--- src/rtl/cmp_skip_pkg.sv ---
package cmp_skip_pkg;
    localparam logic [6:0] OPC_SKIP_GT  = 7'h32; // 0110 010
    localparam logic [6:0] OPC_SKIP_LT  = 7'h30; // 0110 000
    localparam int         OPC_MSB      = 15;
    localparam int         OPC_LSB      = 9;
    localparam int         ACCESS_BIT   = 8;
    localparam logic [7:0] INDEX_LIMIT  = 8'h5f;
    localparam logic [7:0] ACCESS_SPLIT = 8'h60;
    localparam logic [3:0] ACCESS_HI_BANK = 4'hf;
    localparam logic [3:0] BANK_RESET   = 4'h0;
    localparam logic [7:0] WORK_REG_RESET = 8'h00;
    localparam int         ADDR_W       = 12;
    localparam int         DATA_W       = 8;
    localparam int         WORD_W       = 16;

    typedef enum logic [1:0] {
        CMP_NONE,
        CMP_GT,
        CMP_LT
    } cmp_kind_t;
endpackage

--- src/rtl/cmp_skip_if.sv ---
`timescale 1ns/100ps
interface cmp_skip_if;
    import cmp_skip_pkg::*;
    logic [cmp_skip_pkg::WORD_W-1:0] instr;
    logic [7:0]                      bank;
    logic [cmp_skip_pkg::ADDR_W-1:0] index_base;
    logic                            ext_en;
    cmp_kind_t                       kind;
    logic [cmp_skip_pkg::ADDR_W-1:0] addr;

    modport decoder (input instr, bank, index_base, ext_en, output kind, addr);
    modport core    (output instr, bank, index_base, ext_en, input kind, addr);
endinterface

--- src/rtl/cmp_skip_decode.sv ---
`timescale 1ns/100ps
module cmp_skip_decode
    import cmp_skip_pkg::*;
(
    cmp_skip_if.decoder dif
);
    logic [6:0] opc;
    logic       acc_bit;
    logic [7:0] faddr;

    assign opc     = dif.instr[OPC_MSB:OPC_LSB];
    assign acc_bit = dif.instr[ACCESS_BIT];
    assign faddr   = dif.instr[7:0];

    always_comb begin
        case (opc)
            OPC_SKIP_GT: dif.kind = CMP_GT; // [RULE1]
            OPC_SKIP_LT: dif.kind = CMP_LT; // [RULE2]
            default:     dif.kind = CMP_NONE;
        endcase
    end

    always_comb begin
        if (acc_bit) begin
            dif.addr = {dif.bank[3:0], faddr}; // [RULE5]
        end else if (dif.ext_en && faddr <= INDEX_LIMIT) begin
            dif.addr = ADDR_W'(dif.index_base + {4'h0, faddr}); // [RULE6]
        end else if (faddr >= ACCESS_SPLIT) begin
            dif.addr = {ACCESS_HI_BANK, faddr}; // [RULE5]
        end else begin
            dif.addr = {BANK_RESET, faddr}; // [RULE5]
        end
    end
endmodule

--- src/rtl/compare_skip_instructions.sv ---
// Functional notes
// RULE1 - Decode greater-than skip from top bits 0110 010, access bit, 8-bit address.
// RULE2 - Decode less-than skip from top bits 0110 000, access bit, 8-bit address.
// RULE3 - Greater-than: if byte exceeds working register unsigned, discard next, execute nop.
// RULE4 - Less-than: if byte below working register unsigned, discard next, execute nop.
// RULE5 - Access bit clear selects access bank; set uses bank select register.
// RULE6 - Access clear, extended set on, address up to 95: indexed literal offset.
// RULE7 - One cycle no skip, two on skip, three if discarded word is two-word.
// RULE8 - No skip lets next execute; operand, working register, flags stay unchanged.
`timescale 1ns/100ps
module compare_skip_instructions
    import cmp_skip_pkg::*;
(
    // Clock and reset
    input  wire logic              clk,
    input  wire logic              rst,
    // Instruction issue
    input  wire logic              instr_valid,
    input  wire logic [WORD_W-1:0] instr,
    input  wire logic              next_is_two_word,
    // Core state
    input  wire logic [DATA_W-1:0] working_register,
    input  wire logic [7:0]        bank_select_register,
    input  wire logic [ADDR_W-1:0] index_base,
    input  wire logic              ext_set_en,
    // Data memory read
    output logic [ADDR_W-1:0]      mem_addr,
    output logic                   mem_rd,
    input  wire logic [DATA_W-1:0] mem_rdata,
    // Pipeline control
    output logic                   busy,
    output logic                   flush_next,
    output logic                   done,
    output logic                   skip_taken,
    output logic [1:0]             cycles_used
);
    typedef enum logic [1:0] {
        ST_IDLE,
        ST_EVAL,
        ST_NOP1,
        ST_NOP2
    } state_t;

    state_t             state_q;
    cmp_kind_t          kind_q;
    logic               two_word_q;
    logic [DATA_W-1:0]  w_q;
    logic               skip;
    cmp_kind_t          kind_now;
    logic [ADDR_W-1:0]  addr_now;

    cmp_skip_if dif();
    assign dif.instr      = instr;
    assign dif.bank       = bank_select_register;
    assign dif.index_base = index_base;
    assign dif.ext_en     = ext_set_en;
    assign kind_now       = dif.kind;
    assign addr_now       = dif.addr;

    cmp_skip_decode u_dec (
        .dif (dif)
    );

    function automatic logic cond_met(cmp_kind_t k, logic [DATA_W-1:0] f,
                                      logic [DATA_W-1:0] w);
        logic [DATA_W:0] diff;
        diff = {1'b0, f} - {1'b0, w};
        case (k)
            CMP_GT:  cond_met = !diff[DATA_W] && (diff != '0); // [RULE3]
            CMP_LT:  cond_met = diff[DATA_W];                  // [RULE4]
            default: cond_met = 1'b0;
        endcase
    endfunction

    // Snapshot; compare only reads, never writes back
    always_ff @(posedge clk) begin
        if (rst) begin
            kind_q     <= CMP_NONE;
            two_word_q <= 1'b0;
            w_q        <= WORK_REG_RESET;
            mem_addr   <= '0;
        end else if (state_q == ST_IDLE && instr_valid) begin
            kind_q     <= kind_now;
            two_word_q <= next_is_two_word;
            w_q        <= working_register; // [RULE8]
            mem_addr   <= addr_now;          // [RULE5] [RULE6]
        end
    end

    assign skip = cond_met(kind_q, mem_rdata, w_q);

    always_ff @(posedge clk) begin
        if (rst) begin
            state_q <= ST_IDLE;
        end else begin
            case (state_q)
                ST_IDLE: if (instr_valid && kind_now != CMP_NONE) state_q <= ST_EVAL;
                ST_EVAL: state_q <= skip ? ST_NOP1 : ST_IDLE;          // [RULE7] [RULE8]
                ST_NOP1: state_q <= two_word_q ? ST_NOP2 : ST_IDLE;    // [RULE7]
                ST_NOP2: state_q <= ST_IDLE;
                default: state_q <= ST_IDLE;
            endcase
        end
    end

    always_ff @(posedge clk) begin
        if (rst) begin
            done        <= 1'b0;
            skip_taken  <= 1'b0;
            cycles_used <= 2'd0;
            flush_next  <= 1'b0;
        end else begin
            done       <= 1'b0;
            flush_next <= 1'b0;
            case (state_q)
                ST_EVAL: begin
                    flush_next <= skip;                              // [RULE3] [RULE4]
                    skip_taken <= skip;
                    if (!skip) begin
                        done        <= 1'b1;
                        cycles_used <= 2'd1;                         // [RULE7]
                    end
                end
                ST_NOP1: if (!two_word_q) begin
                    done        <= 1'b1;
                    cycles_used <= 2'd2;                             // [RULE7]
                end
                ST_NOP2: begin
                    done        <= 1'b1;
                    cycles_used <= 2'd3;                             // [RULE7]
                end
                default: ;
            endcase
        end
    end

    assign mem_rd = (state_q == ST_EVAL);
    assign busy   = (state_q != ST_IDLE);
endmodule

--- config.mk ---
export PLATFORM = sky130hd
export DESIGN_NAME = compare_skip_instructions
export DESIGN_NICKNAME = d
export VERILOG_FILES = /design/src/rtl/cmp_skip_pkg.sv /design/src/rtl/cmp_skip_if.sv /design/src/rtl/cmp_skip_decode.sv /design/src/rtl/compare_skip_instructions.sv
export SDC_FILE = /design/constraint.sdc
export NUM_CORES = 1
export LEC_CHECK = 0
export BUFFER_PORTS_ARGS = -buffer_cell sky130_fd_sc_hd__buf_2
export CELL_PAD_IN_SITES_DETAIL_PLACEMENT = 0
export CELL_PAD_IN_SITES_GLOBAL_PLACEMENT = 1
export CORE_MARGIN = 2
export CORE_UTILIZATION = 30
export CTS_CLUSTER_SIZE = 12
export DETAILED_ROUTE_END_ITERATION = 10
export GPL_TIMING_DRIVEN = 0
export PLACE_DENSITY = 0.68
export SYNTH_ARGS = -nofsm -noshare
export SYNTH_HDL_FRONTEND = slang
export SYNTH_SLANG_ARGS = --single-unit
export TNS_END_PERCENT = 5
--- constraint.sdc ---
create_clock -name clk -period 5.2 [get_ports clk]
set_input_delay 1.3 -clock clk [delete_from_list [all_inputs] [get_ports clk]]
set_output_delay 1.3 -clock clk [all_outputs]
set_load 0.02 [all_outputs]
==> results.py <==
metrics = {
    "outcome": {
        "outcome": "finished, final reports clean",
    },
    "sta": {
        "min_period_over_period_pct": 64.95,
        "min_period_ns": 3.377,
        "fmax_mhz": 296.1,
        "finalSetupViolCount": 0,
        "worst_pin_slew_ns": 0.5085,
        "fin_tns_setup_ns": 0,
        "rsz0062_at_grt": "no",
        "final_max_slew_viol_count": 0,
        "hold_viol": 0,
        "hold_ws_ns": 0.4476,
        "skew_ns": 0.006260,
        "layout_setup_ws_ns": 1.823,
        "slew_headroom_pct": 66.10,
    },
    "synthesis": {
        "yosys-top-cells-area": "dfxtp_1, ha_1, nand2_1",
        "async_flop_share_pct": 0,
        "ys.flop_type": "dfxtp_1",
        "syn_avg_cell_area_um2": 7.587,
        "yosysSeqAreaShare_pct": 27.97,
        "yosys_warnings": 0,
        "yosys.area.top_type_share_pct": 27.97,
        "synth_edf_count": 0,
        "syn_area_um2": 2147,
        "synth_seq_cells": 30,
        "synth_nets": 360,
        "yosys.area.top_type": "dfxtp_1",
        "synthCells": 283,
        "synthDistinctLibCells": 56,
    },
    "pwr": {
        "cellPowerDensity_nw_per_um2": 217.6,
        "total_leakage_power_nw": 1.235,
        "ir_drop_uv": 74.77,
    },
    "cts": {
        "clk_path_buf_depth": 2,
        "cts.repair.resized": 0,
        "cts_tree": "done",
        "clockRootBuffer": "clkbuf_8",
        "postCtsSetupBuffers": 0,
        "cts.sinks": 30,
        "cts_hold_buf": 0,
        "clk_latency_ns": 0.27,
        "cts_buffers": 5,
        "h-tree-depth": 2,
        "clk_pin_slew_ns": 0.06,
    },
    "run": {
        "max_cap_violations": 0,
    },
    "finish": {
        "seq_area_um2": 600.6,
        "fillers": 765,
        "layout_commonest_cell": "buf_2",
        "num_antenna_cells": 0,
        "mostFrequentLayoutCells": "buf_2, nand2_1, dfxtp_1",
        "drive_above_1_share_pct": 23.61,
        "areaGrowthSynthToFinish_pct": 25.47,
        "multi_input_area_um2": 1400,
        "postLayoutCoreUtil_pct": 39.22,
        "final_area_um2": 2694,
        "layout.nets": 437,
    },
    "floorplanning": {
        "dieWidth_um": 88.60,
        "core_um2": 6869,
        "die_h_um": 88.60,
        "dieArea_um2": 7850,
        "row_count": 30,
        "start_util_pct": 31.26,
        "ios": 76,
    },
    "detailed_routing": {
        "totalWireLength_um": 5573,
        "postRouteAntennaNets": 0,
        "vias_per_cell": 4.785,
        "wl_per_cell_um": 12.22,
        "drc_errors": 0,
        "first_iter_violations": 120,
        "drt-pass1-iter-count": 5,
        "vias": 2182,
    },
    "place": {
        "place_area_um2": 2618,
        "place_congestion": 0.8169,
        "dpl.hpwl_um": 4564,
        "portBuffers": 70,
        "dp_worst_setup_slack_ns": 1.541,
    },
    "worst_setup_path": {
        "r2r_slack_ns": 2.66,
        "start_kind": "input port",
        "critPathKind": "in -> reg",
        "end_kind": "flop",
        "crit_fanout": 4,
        "crit_required_ns": 5.36,
        "rr_startpoint": "w_q[0]",
        "ff2ff_path_depth": 9,
        "reg2reg_to": "cycles_used[0]",
        "cp.arrival_ns": 3.53,
    },
    "hold_path": {
        "hold_path.class": "reg -> reg",
        "min_from": "mem_addr[9]",
        "whs_endpoint": "mem_addr[9]",
        "whs_path_depth": 1,
    },
    "global_route": {
        "grt_max_degree": 11,
        "grt_overflow_total": 0,
        "antenna_found_initial": 0,
        "grt_pass1_wl_um": 9439,
        "grt_pass1_vias": 2091,
        "grt_usage_pct": 15.19,
    },
}
## metrics by stage
step           instances  power (mW)
6_report             456      0.5863
5_1_grt              456      0.6299
4_1_cts              456      0.5945
3_5_place_dp         449      0.4219
3_3_place_gp         449      0.4209
2_1_floorplan        283      0.3657
## critical path, stage by stage
cell and delay [ns]:
buf_2 0.07, inv_1 0.03, ha_1 0.20, fa_1 0.37, nand2b_1 0.20, a21oi_2 0.24, o21ai_2 0.11, a221o_1 0.36
a211oi_2 0.23, nor2_2 0.09, o41a_1 0.32
## layer usage
| metal | wire [µm] | vias up | global-route usage, % |
|---|---|---|---|
| met5 | 0 | - | 0 |
| met2 | 2563 | 57 | 24.61 |
| li1 | - | 1155 | - |
| met1 | 2647 | 966 | 20.22 |
| met3 | 307 | 4 | 3.638 |
| met4 | 56 | 0 | 4.270 |
## synth_stat cells, types with 4 or more instances
master    instances
a21oi_1          24
clkbuf_1         11
dfxtp_1          30
ha_1             18
inv_1            28
nand2_1          37
nand2b_1          4
nor2_1           26
nor2b_1           5
nor3_1           16
o21ai_0           7
o21ai_1           5
xnor2_1           4
## logic make-up (layout without fill, tap and decap cells)
| kind of cell | Yosys count | count (layout) | share of synthesized area (%) |
|---|---|---|---|
| xor gates and xnor gates | 7 | 7 | 2.856 |
| AOI/OAI and AO/OA | 82 | 82 | 26.75 |
| muxes | 1 | 1 | 0.4662 |
| DFF | 30 | 30 | 27.97 |
| and+or+nand+nor | 104 | 104 | 22.79 |
| buffers and inverters | 39 | 116 | 6.818 |
| adders and majority gates | 20 | 20 | 12.35 |
## power breakdown
part / internal, mW / total [mW] / switching [mW]
registers: 0.242 / 0.248 / 0.00657
clock network: 0.0919 / 0.170 / 0.0785
logic: 0.0718 / 0.168 / 0.0959
## layout make-up
type	count	share of cell area (%)
inverter	28	3.902
tap	96	4.459
multi-input combinational	214	51.97
sequential	30	22.29
timing repair buffer	70	13.01
clock buffer	7	2.833
buffer	11	1.533
## how the worst max path moves through the flow
| stage | startpoint | slack [ns] | to | depth (start not counted) |
|---|---|---|---|---|
| floorplan | mem_rdata[0] | 1.83 | cycles_used[0] | 10 |
| global route | mem_rdata[0] | 1.68 | cycles_used[0] | 11 |
| finish | mem_rdata[0] | 1.82 | cycles_used[0] | 11 |
| CTS | mem_rdata[0] | 1.82 | cycles_used[0] | 11 |
| global placement | mem_rdata[0] | 1.53 | cycles_used[0] | 11 |
| detailed placement | mem_rdata[0] | 1.54 | cycles_used[0] | 11 |
## sequential cells by signal (all words and copies together) (netlist names)
signal       count
mem_addr        12
w_q              8
state_q          2
flush_next       1
done             1
cycles_used      2
skip_taken       1
kind_q           2
two_word_q       1
No activity file was read; power rests on OpenSTA's default activity.
